File: src/rtl/rfps_decoder_defs.vh
`ifndef RFPS_DECODER_DEFS_VH
`define RFPS_DECODER_DEFS_VH

// Register byte offsets on the register bus.
`define RFPS_OFF_CMD_BYTE     5'h00
`define RFPS_OFF_RESPONSE     5'h04
`define RFPS_OFF_STATUS       5'h08
`define RFPS_OFF_DELAY_LO     5'h0c
`define RFPS_OFF_DELAY_HI     5'h10
`define RFPS_OFF_GUARD        5'h14
`define RFPS_OFF_SYNC         5'h18

// Command framing.
`define RFPS_CMD_SELECT       8'h02
`define RFPS_MAX_DATA         8'h09

// Protocol codes carried in the first data byte.
`define RFPS_PROTO_OFF        8'h00
`define RFPS_PROTO_VIC        8'h01
`define RFPS_PROTO_TYPEA      8'h02
`define RFPS_PROTO_TYPEB      8'h03

// Answer codes.
`define RFPS_RES_OK           8'h00
`define RFPS_RES_BAD_LEN      8'h82
`define RFPS_RES_BAD_PROTO    8'h83

// Vicinity parameter byte fields.
`define RFPS_VIC_RATE_HI      5
`define RFPS_VIC_RATE_LO      4
`define RFPS_VIC_SOF_BIT      3
`define RFPS_VIC_MOD_BIT      2
`define RFPS_VIC_SUB_BIT      1
`define RFPS_CRC_BIT          0

// Proximity parameter byte fields.
`define RFPS_TX_RATE_HI       7
`define RFPS_TX_RATE_LO       6
`define RFPS_RX_RATE_HI       5
`define RFPS_RX_RATE_LO       4

// Timing limits and defaults.
`define RFPS_EXP_MAX          8'h0e
`define RFPS_OFFSET_MAX       8'h7f
`define RFPS_OFFSET_BIAS      9'h080
`define RFPS_PERIOD_SHIFT     5'h05
`define RFPS_GUARD_DEFAULT    16'h03ff
`define RFPS_MIN_SYNC_DEFAULT 8'h00
`define RFPS_MAX_SYNC_DEFAULT 8'h1a

// Default Type A frame delay, in carrier periods (about 86 us).
`define RFPS_FDT_DEFAULT_FC   36'h000000494
// Vicinity fixed reply delay: 312 us, as carrier periods at 13.56 MHz.
`define RFPS_VIC_DELAY_US     312
`define RFPS_CARRIER_KHZ      13560
// Whole periods of 312 * 13560 / 1000, rounded down, sized to the delay width.
`define RFPS_VIC_DELAY_FC     36'h000001086

// Reset values of the stored command bytes and of the applied delay.
`define RFPS_RST_BYTE         8'h00
`define RFPS_RST_DELAY        36'h000000000

`endif

File: src/rtl/rfps_delay_calc.v
`timescale 1ns/1ps
`include "rfps_decoder_defs.vh"

// Turns exponent, mantissa and offset into a delay in carrier periods:
// 2^exponent * (mantissa + 1) * (offset + 128) * 32, registered once.
module rfps_delay_calc #(
  parameter OUT_W = 36  // Width of the carrier period count.
) (
  // Clock and reset.
  input  wire             clock,
  input  wire             sys_rst,
  // Timing bytes.
  input  wire [7:0]       timingExponent,
  input  wire [7:0]       timingMantissa,
  input  wire [7:0]       timingOffset,
  // Result in carrier periods.
  output reg  [OUT_W-1:0] delayPeriods
);

  wire [8:0]       mantPlusOne;  // Mantissa plus one, up to 256.
  wire [8:0]       offPlusBias;  // Offset plus 128, up to 255 for legal offsets.
  wire [17:0]      product;      // Product of the two factors.
  wire [4:0]       shiftBy;      // Exponent plus 5, the shift for the fixed factor of 32.

  assign mantPlusOne = {1'b0, timingMantissa} + 9'h001;
  assign offPlusBias = {1'b0, timingOffset} + `RFPS_OFFSET_BIAS;
  assign product     = mantPlusOne * offPlusBias;
  assign shiftBy     = timingExponent[4:0] + `RFPS_PERIOD_SHIFT;

  // Registers the shifted product; an exponent above the legal range is
  // rejected upstream, so the shift never leaves the output width.
  always @(posedge clock or posedge sys_rst) begin
    if (sys_rst) begin
      delayPeriods <= {OUT_W{1'b0}};
    end else begin
      delayPeriods <= {{(OUT_W-18){1'b0}}, product} << shiftBy;
    end
  end

endmodule // rfps_delay_calc

File: src/rtl/rfps_decoder.v
// Functional notes
// - Any reader protocol turns carrier on
// - Selection sets chains, field and antenna
// - Vicinity bits 5:4 select data rate
// - Vicinity bit 3: fixed delay or SOF
// - Vicinity bit 2: 100 or 10 percent
// - Vicinity bit 1: single or dual subcarrier
// - Vicinity bit 0: append transmit CRC
// - Type A bits 7:6 tx, 5:4 rx
// - Exponent accepted only up to 0x0E
// - Offset accepted only up to 0x7F
// - Type A absent or zero timing: default
// - Delay equals exponent, mantissa, offset formula
// - Type B rates, bit 0 CRC enable
// - Type B wait time, default 4096 periods
// - Type B guard count, LSB first, 1023
// - Type B minimum sync, default zero
// - Type B maximum sync, default 26
// - Success answers zero result, zero length
`timescale 1ns/1ps
`include "rfps_decoder_defs.vh"

module rfps_decoder #(
  parameter DELAY_W = 36  // Width of the delay count in carrier periods.
) (
  // Clock and reset.
  input  wire               clock,
  input  wire               sys_rst,
  // Avalon-MM register slave.
  input  wire [4:0]         avsAddress,
  input  wire               avsRead,
  input  wire               avsWrite,
  input  wire [31:0]        avsWriteData,
  input  wire [3:0]         avsByteEnable,
  output reg  [31:0]        avsReadData,
  output reg                avsWaitRequest,
  // Applied RF settings.
  output reg                rfFieldOn,
  output reg                antennaConnect,
  output reg  [1:0]         chainSelect,
  output reg  [1:0]         txRate,
  output reg  [1:0]         rxRate,
  output reg                waitForSof,
  output reg                modulation10,
  output reg                dualSubcarrier,
  output reg                crcAppend,
  output reg  [DELAY_W-1:0] frameDelayTime,
  output reg  [15:0]        responseGuardCount,
  output reg  [7:0]         minSyncCount,
  output reg  [7:0]         maxSyncCount,
  output reg                settingsValid
);

  // Parser states.
  localparam [2:0] ST_CODE  = 3'd0;
  localparam [2:0] ST_LEN   = 3'd1;
  localparam [2:0] ST_DATA  = 3'd2;
  localparam [2:0] ST_CALC  = 3'd3;
  localparam [2:0] ST_APPLY = 3'd4;

  // Guard count used when the host leaves out bytes 4 and 5.
  localparam [15:0] GUARD_DFLT = `RFPS_GUARD_DEFAULT;

  reg  [2:0]         stateQ;             // Parser state.
  reg  [7:0]         lenQ;               // Data length announced by the host.
  reg  [7:0]         cntQ;               // Data bytes taken so far.
  reg  [7:0]         parQ [0:8];         // Protocol byte and parameter bytes.
  reg  [7:0]         resultQ;            // Last answer code.
  reg                doneQ;              // Answer ready, cleared by reading it.
  wire               accept;             // Bus request taken this edge.
  wire               busy;               // Decode in progress, holds the bus.
  wire               cmdByteWrite;       // Command byte written by software.
  wire               responseRead;       // Answer register read.
  wire [DELAY_W-1:0] calcPeriods;        // Computed delay from the timing bytes.
  wire               timingGiven;        // Exponent, mantissa, offset present.
  reg  [7:0]         resultD;            // Answer code for the command.
  integer            i;                  // Reset loop index.

  // Returns parameter byte idx when the host sent it, else the default.
  function [7:0] optByte;
    input [7:0] len;
    input [7:0] idx;
    input [7:0] val;
    input [7:0] dflt;
    begin
      optByte = (len > idx + 8'h01) ? val : dflt;
    end
  endfunction

  // Checks a data length for the protocol held in the first byte.
  function lenOk;
    input [7:0] proto;
    input [7:0] len;
    begin
      if (proto == `RFPS_PROTO_TYPEA) begin
        lenOk = (len == 8'h02) || (len == 8'h05);
      end else if (proto == `RFPS_PROTO_TYPEB) begin
        lenOk = (len == 8'h02) || (len == 8'h05) || (len >= 8'h07 && len <= 8'h09);
      end else begin
        lenOk = (len == 8'h02);
      end
    end
  endfunction

  assign busy         = (stateQ == ST_CALC) || (stateQ == ST_APPLY);
  assign accept       = (avsRead || avsWrite) && avsWaitRequest && !busy;
  assign cmdByteWrite = accept && avsWrite && avsByteEnable[0]
                        && (avsAddress == `RFPS_OFF_CMD_BYTE);
  assign responseRead = accept && avsRead && (avsAddress == `RFPS_OFF_RESPONSE);
  assign timingGiven  = (lenQ >= 8'h05);

  // Delay arithmetic fed from the stored timing bytes, zero when omitted.
  rfps_delay_calc #(
    .OUT_W          (DELAY_W)
  ) u_delay (
    .clock          (clock),
    .sys_rst        (sys_rst),
    .timingExponent (optByte(lenQ, 8'h01, parQ[2], 8'h00)),
    .timingMantissa (optByte(lenQ, 8'h02, parQ[3], 8'h00)),
    .timingOffset   (optByte(lenQ, 8'h03, parQ[4], 8'h00)),
    .delayPeriods   (calcPeriods)
  );

  // Works out the answer code once the whole command is stored.
  always @* begin
    resultD = `RFPS_RES_OK;
    if (lenQ == 8'h00) begin
      // An empty command carries no protocol at all.
      resultD = `RFPS_RES_BAD_LEN;
    end else if (parQ[0] != `RFPS_PROTO_OFF && parQ[0] != `RFPS_PROTO_VIC
                 && parQ[0] != `RFPS_PROTO_TYPEA && parQ[0] != `RFPS_PROTO_TYPEB) begin
      // Protocols outside this block are refused.
      resultD = `RFPS_RES_BAD_PROTO;
    end else if (!lenOk(parQ[0], lenQ)) begin
      // A lone exponent without its mantissa is a length fault.
      resultD = `RFPS_RES_BAD_LEN;
    end else if (timingGiven && (parQ[2] > `RFPS_EXP_MAX)) begin
      // Reserved exponent values are not used.
      resultD = `RFPS_RES_BAD_LEN;
    end else if (timingGiven && (parQ[4] > `RFPS_OFFSET_MAX)) begin
      // Reserved offset values are not used.
      resultD = `RFPS_RES_BAD_LEN;
    end
  end

  // Bus handshake: a request is answered one edge after it is taken,
  // and waitrequest rises again on the edge at which it was seen low.
  always @(posedge clock or posedge sys_rst) begin
    if (sys_rst) begin
      avsWaitRequest <= 1'b1;
      avsReadData    <= 32'h00000000;
    end else begin
      avsWaitRequest <= !accept;
      if (accept && avsRead) begin
        // Register read decode; unmapped offsets read as zero.
        if (avsAddress == `RFPS_OFF_RESPONSE) begin
          avsReadData <= {15'h0000, doneQ, 8'h00, resultQ};
        end else if (avsAddress == `RFPS_OFF_STATUS) begin
          avsReadData <= {18'h00000, chainSelect, txRate, rxRate, settingsValid,
                          rfFieldOn, antennaConnect, waitForSof, modulation10,
                          dualSubcarrier, crcAppend, 1'b0};
        end else if (avsAddress == `RFPS_OFF_DELAY_LO) begin
          avsReadData <= frameDelayTime[31:0];
        end else if (avsAddress == `RFPS_OFF_DELAY_HI) begin
          avsReadData <= {{(64-DELAY_W){1'b0}}, frameDelayTime[DELAY_W-1:32]};
        end else if (avsAddress == `RFPS_OFF_GUARD) begin
          avsReadData <= {16'h0000, responseGuardCount};
        end else if (avsAddress == `RFPS_OFF_SYNC) begin
          avsReadData <= {16'h0000, maxSyncCount, minSyncCount};
        end else begin
          avsReadData <= 32'h00000000;
        end
      end
    end
  end

  // Command parser: code byte, length byte, then the data bytes.
  always @(posedge clock or posedge sys_rst) begin
    if (sys_rst) begin
      stateQ <= ST_CODE;
      lenQ   <= 8'h00;
      cntQ   <= 8'h00;
      for (i = 0; i < 9; i = i + 1) begin
        parQ[i] <= `RFPS_RST_BYTE;
      end
    end else begin
      case (stateQ)
        ST_CODE: begin
          // Bytes other than the select code are skipped.
          if (cmdByteWrite && avsWriteData[7:0] == `RFPS_CMD_SELECT) begin
            stateQ <= ST_LEN;
          end
        end
        ST_LEN: begin
          if (cmdByteWrite) begin
            lenQ   <= avsWriteData[7:0];
            cntQ   <= 8'h00;
            stateQ <= (avsWriteData[7:0] == 8'h00) ? ST_CALC : ST_DATA;
          end
        end
        ST_DATA: begin
          if (cmdByteWrite) begin
            // Bytes beyond the longest set are counted but not stored.
            if (cntQ < `RFPS_MAX_DATA) begin
              parQ[cntQ[3:0]] <= avsWriteData[7:0];
            end
            cntQ <= cntQ + 8'h01;
            if (cntQ + 8'h01 == lenQ) begin
              stateQ <= ST_CALC;
            end
          end
        end
        ST_CALC: begin
          // One edge for the delay arithmetic to settle.
          stateQ <= ST_APPLY;
        end
        default: begin
          stateQ <= ST_CODE;
        end
      endcase
    end
  end

  // Answer register; completion sets the flag and wins over a read clear.
  always @(posedge clock or posedge sys_rst) begin
    if (sys_rst) begin
      resultQ <= `RFPS_RES_OK;
      doneQ   <= 1'b0;
    end else begin
      if (stateQ == ST_APPLY) begin
        resultQ <= resultD;
        doneQ   <= 1'b1;
      end else if (responseRead) begin
        doneQ   <= 1'b0;
      end
    end
  end

  // Applies every decoded setting on one edge after a good command.
  always @(posedge clock or posedge sys_rst) begin
    if (sys_rst) begin
      rfFieldOn          <= 1'b0;
      antennaConnect     <= 1'b0;
      chainSelect        <= 2'b00;
      txRate             <= 2'b00;
      rxRate             <= 2'b00;
      waitForSof         <= 1'b0;
      modulation10       <= 1'b0;
      dualSubcarrier     <= 1'b0;
      crcAppend          <= 1'b0;
      frameDelayTime     <= `RFPS_RST_DELAY;
      responseGuardCount <= 16'h0000;
      minSyncCount       <= 8'h00;
      maxSyncCount       <= 8'h00;
      settingsValid      <= 1'b0;
    end else if (stateQ == ST_APPLY && resultD == `RFPS_RES_OK) begin
      // Chains follow the protocol code with no further host action.
      chainSelect        <= parQ[0][1:0];
      rfFieldOn          <= (parQ[0] != `RFPS_PROTO_OFF);
      antennaConnect     <= (parQ[0] != `RFPS_PROTO_OFF);
      settingsValid      <= 1'b1;
      waitForSof         <= 1'b0;
      modulation10       <= 1'b0;
      dualSubcarrier     <= 1'b0;
      crcAppend          <= 1'b0;
      responseGuardCount <= 16'h0000;
      minSyncCount       <= 8'h00;
      maxSyncCount       <= 8'h00;
      frameDelayTime     <= `RFPS_RST_DELAY;
      txRate             <= 2'b00;
      rxRate             <= 2'b00;
      case (parQ[0])
        `RFPS_PROTO_VIC: begin
          // One rate field serves both directions.
          txRate         <= parQ[1][`RFPS_VIC_RATE_HI:`RFPS_VIC_RATE_LO];
          rxRate         <= parQ[1][`RFPS_VIC_RATE_HI:`RFPS_VIC_RATE_LO];
          waitForSof     <= parQ[1][`RFPS_VIC_SOF_BIT];
          frameDelayTime <= `RFPS_VIC_DELAY_FC;
          modulation10   <= parQ[1][`RFPS_VIC_MOD_BIT];
          dualSubcarrier <= parQ[1][`RFPS_VIC_SUB_BIT];
          crcAppend      <= parQ[1][`RFPS_CRC_BIT];
        end
        `RFPS_PROTO_TYPEA: begin
          txRate <= parQ[1][`RFPS_TX_RATE_HI:`RFPS_TX_RATE_LO];
          rxRate <= parQ[1][`RFPS_RX_RATE_HI:`RFPS_RX_RATE_LO];
          // All-zero or missing timing keeps the standard delay.
          if (!timingGiven || {parQ[2], parQ[3], parQ[4]} == 24'h000000) begin
            frameDelayTime <= `RFPS_FDT_DEFAULT_FC;
          end else begin
            frameDelayTime <= calcPeriods;
          end
        end
        `RFPS_PROTO_TYPEB: begin
          txRate             <= parQ[1][`RFPS_TX_RATE_HI:`RFPS_TX_RATE_LO];
          rxRate             <= parQ[1][`RFPS_RX_RATE_HI:`RFPS_RX_RATE_LO];
          crcAppend          <= parQ[1][`RFPS_CRC_BIT];
          frameDelayTime     <= calcPeriods;
          responseGuardCount <= {optByte(lenQ, 8'h05, parQ[6], GUARD_DFLT[15:8]),
                                 optByte(lenQ, 8'h04, parQ[5], GUARD_DFLT[7:0])};
          minSyncCount       <= optByte(lenQ, 8'h06, parQ[7],
                                        `RFPS_MIN_SYNC_DEFAULT);
          maxSyncCount       <= optByte(lenQ, 8'h07, parQ[8],
                                        `RFPS_MAX_SYNC_DEFAULT);
        end
        default: begin
          // Field off: the single parameter byte is ignored.
          chainSelect <= 2'b00;
        end
      endcase
    end
  end

endmodule // rfps_decoder

File: config.mk
export PLATFORM = sky130hd
export DESIGN_NAME = rfps_decoder
export DESIGN_NICKNAME = d
export VERILOG_FILES = /design/src/rtl/rfps_delay_calc.v /design/src/rtl/rfps_decoder.v
export VERILOG_INCLUDE_DIRS = /design/src /design/src/rtl
export SDC_FILE = /design/constraint.sdc
export NUM_CORES = 1
export LEC_CHECK = 0
export BUFFER_PORTS_ARGS = -buffer_cell sky130_fd_sc_hd__buf_2
export CORE_ASPECT_RATIO = 0.7
export CORE_MARGIN = 2
export CORE_UTILIZATION = 54
export DETAILED_ROUTE_END_ITERATION = 7
export PLACE_DENSITY = 0.74
export SLEW_MARGIN = 20
export SYNTH_ARGS = -nofsm -noshare
export SYNTH_HDL_FRONTEND = slang
export SYNTH_SLANG_ARGS = --single-unit
File: constraint.sdc
create_clock -name clock -period 15.5 [get_ports clock]
set_input_delay 0.775 -clock clock [delete_from_list [all_inputs] [get_ports clock]]
set_output_delay 0.775 -clock clock [all_outputs]
set_load 0.1 [all_outputs]
==> reports/metrics.cfg <==
[setup_path]
critPathLaunchType=register
cpLargestDelayFamily=adder cells
cp-endpoint=u_delay.delayPeriods[19]
r2r-end=u_delay.delayPeriods[19]
startpoint=lenQ[4]
rrSetupSlack_ns=7.36
critPathMostFrequentCell=fa_1
critPathMaxStageDelay_ns=0.78
end_kind=register
critPathBufInv=3
path_max_fanout=9
path_depth=21
cp_slowest_cell=or4_1
arrival_ns=8.54
cp.required_ns=15.90
reg2reg_from=lenQ[4]
reg2regPathDepth=21
critical_path.cell_chain=or4_1 > or3_1 > and2_1 > ha_1 > xnor2_1 > nand2_1 > fa_1 > inv_1 > fa_1 > fa_1 > inv_1 > fa_1 > inv_1 > ha_1 > a21oi_1 > o21ai_0 > or3_1 > a32o_1 > nor4_1 > a211oi_1 > o32ai_1
crit_type=register to register

[power_and_ir_drop]
total_power_w=0.001326
vdd_ir_drop_max_mv=0.06934
leakage_nw=7.900
pwr_density_cell_nw_per_um2=82.61

[clocking]
path_clk_slew_ns=0.06
htree_num_levels=1
cts_tree=done
post_cts_resized=0
cts-root-buf=clkbuf_16
post_cts_buffers=0
clk_latency_ns=0.52
holdBufCountCts=0
numCtsBuffers=24
clkSinkCount=243
clk_path_buf_depth=3

[sta]
rsz0062_at_grt=false
fmax_mhz=122.8
final-hold-violation-count=0
tightest_slew_ns=1.069
timing.slew.headroom=0.2856
setup_viol=0
fin_skew_ns=0.01296
period_minus_slack_ns=8.141
setup_tns_ns=0
fin_crit_sh=0.5252
setup_slack_ns=7.359
report.final.slew_viol_count=0

[place]
gp_congestion=0.9120
dpl_cell_area_um2=15150
dp_worst_setup_slack_ns=7.487
dp.final_hpwl_mm=27.10
portBuffers=131
dp_cells=1912

[routing]
routedWlPerCell_um=19.00
routed_via_density=5.953
num_vias=11630
drtPass1Iterations=6
drc_errors=0
ant_nets=0
routed_wl_mm=37.13
drtIter0Drc=1026

[yosys]
synth_edf_count=0
synthMostInstantiatedCell=nand2_1
yosys.area_share.adder=0.1056
synth-seq-area-share=0.4242
synthXorXnorAreaFrac=0.01894
synth_top_cell_area_share=0.4224
muxShareOfSynthArea=0.08831
netlist_top_cells_count=255 x nand2_1, 242 x dfrtp_1, 144 x o21ai_0, 101 x nor2_1, 83 x mux2_2
synth_top_cell_by_area=dfrtp_1
yosysWarningCount=0
ys_types=83
synth_area_per_cell_um2=9.489
yosys_register_bits=243
synthesis.area_um2=14340
yosys-top-cells-area=dfrtp_1 42%, nand2_1 6.7%, mux2_2 6.5%, fa_1 6.3%, o21ai_0 5.0%
synth_compound_gate_area_share=0.1427
synth_simple_gate_area_frac=0.1712
synth_ff_type=dfrtp_1
synthArstFlopShare=1.000
synth_top_family_by_area=simple AND/OR/NAND/NOR gates
syn_nets=1650
synthCells=1511

[layout]
antenna_cells=0
syn2layout_area_growth_pct=11.94
final_nets=1720
instances_no_fill=1954
design_area_um2=16050
final_layout_size_suffix_gt1_frac=0.1910

[floorplanning]
die_w_um=198.8
start_util=0.5542
ios=159
core-area_um2=25870
row_count=49
dieArea_um2=27890
die_y_um=140.3

[global_route]
grt-ovfl-total=0
grt_max_degree=158
grt_pass1_vias=10690
track_usage=0.2700
grt_pass1_wl_mm=59.62
antenna_found_initial=0

[run_status]
outcome=complete, no violations

[min_path]
hold_path.class=primary input to asynchronous set/reset pin

[job]
maxCapViolCount=0

layout make-up:
class	count	area, um^2
inverter	78	305.3
fill	2178	9823
sequential	243	6082
clock inverter	10	220.2
timing repair buffer	142	742.0
multi-input combinational	1092	7582
clock buffer	32	670.6
tap	357	446.7
metal layers:
layer  up-vias  wire length (um)  GRT usage
li1       5379                 -          -
met1      5694             17820     0.4376
met2       518             15190     0.3782
met3        42              3666    0.05008
met4         0               459    0.04438
met5         -                 0          0
through the flow:
stage                       util  hold WS, ns
after global routing      0.6203       0.4662
after detailed placement  0.5856       0.4651
after floorplan                -       0.4488
after global placement    0.5856       0.4565
final                     0.6203       0.3387
after CTS                 0.6200       0.4790
how the worst min path moves through the flow:
stage,endpoint,slack [ns],cells past startpoint
floorplan,resultQ[0],0.45,2
global placement,avsReadData[7],0.46,2
detailed placement,avsReadData[7],0.47,2
CTS,avsReadData[7],0.48,2
global route,avsReadData[30],0.47,2
finish,avsReadData[30],0.34,2
worst reg2reg max path, cell delays in order, from the launching register on:
cell and delay [ns]:
dfrtp_1 0.42, or4_1 0.78, or3_1 0.43, and2_1 0.19, ha_1 0.22, xnor2_1 0.78
nand2_1 0.20, fa_1 0.44, inv_1 0.09, fa_1 0.44, fa_1 0.54, inv_1 0.05
fa_1 0.52, inv_1 0.04, ha_1 0.37, a21oi_1 0.45, o21ai_0 0.38, or3_1 0.40
a32o_1 0.29, nor4_1 0.50, a211oi_1 0.14, o32ai_1 0.35
registers in the layout, summed over array words and instances, names as in the netlist, 2 cells and up:
name                  flops
responseGuardCount       16
parQ                     72
txRate                    2
u_delay.delayPeriods     36
stateQ                    3
rxRate                    2
minSyncCount              8
cntQ                      8
frameDelayTime           36
resultQ                   2
lenQ                      8
avsReadData              32
maxSyncCount              8
chainSelect               2
power by group:
part | total, W | switching [W] | internal, W | leakage (nW)
Sequential | 0.000637 | 0.00000110 | 0.000636 | 3.38
Combinational | 0.0000385 | 0.0000329 | 0.00000556 | 4.09
Clock | 0.000650 | 0.000245 | 0.000405 | 0.431
Total | 0.00133 | 0.000279 | 0.00105 | 7.90
cells in the final DEF (no fill, tap or decap), drive strengths merged, types with 7 or more instances in the layout:
cell type,n
nand2,260
dfrtp,242
o21ai,148
buf,142
nor2,101
mux2,86
inv,77
a21oi,54
ha,49
fa,45
nand3,38
clkbuf,32
nor3,25
xnor2,19
and3,16
nor4,16
nand2b,14
nor2b,14
mux2i,14
o31ai,13
a221oi,12
xor2,12
and2,11
a22o,11
a22oi,10
or3,10
a21o,9
o211ai,9
nand4,7
a31oi,7
mux4,7
o22ai,7
a211oi,7
logic make-up after synthesis:
group | Yosys count
flip-flops | 243
AND/OR/NAND/NOR | 533
multiplexers | 107
other | 1
buffers and inverters | 176
XOR/XNOR | 31
adder cells (fa/ha/maj) | 94
AO/OA/AOI/OAI | 326
Note: power is estimated with default switching activity, not from simulation.
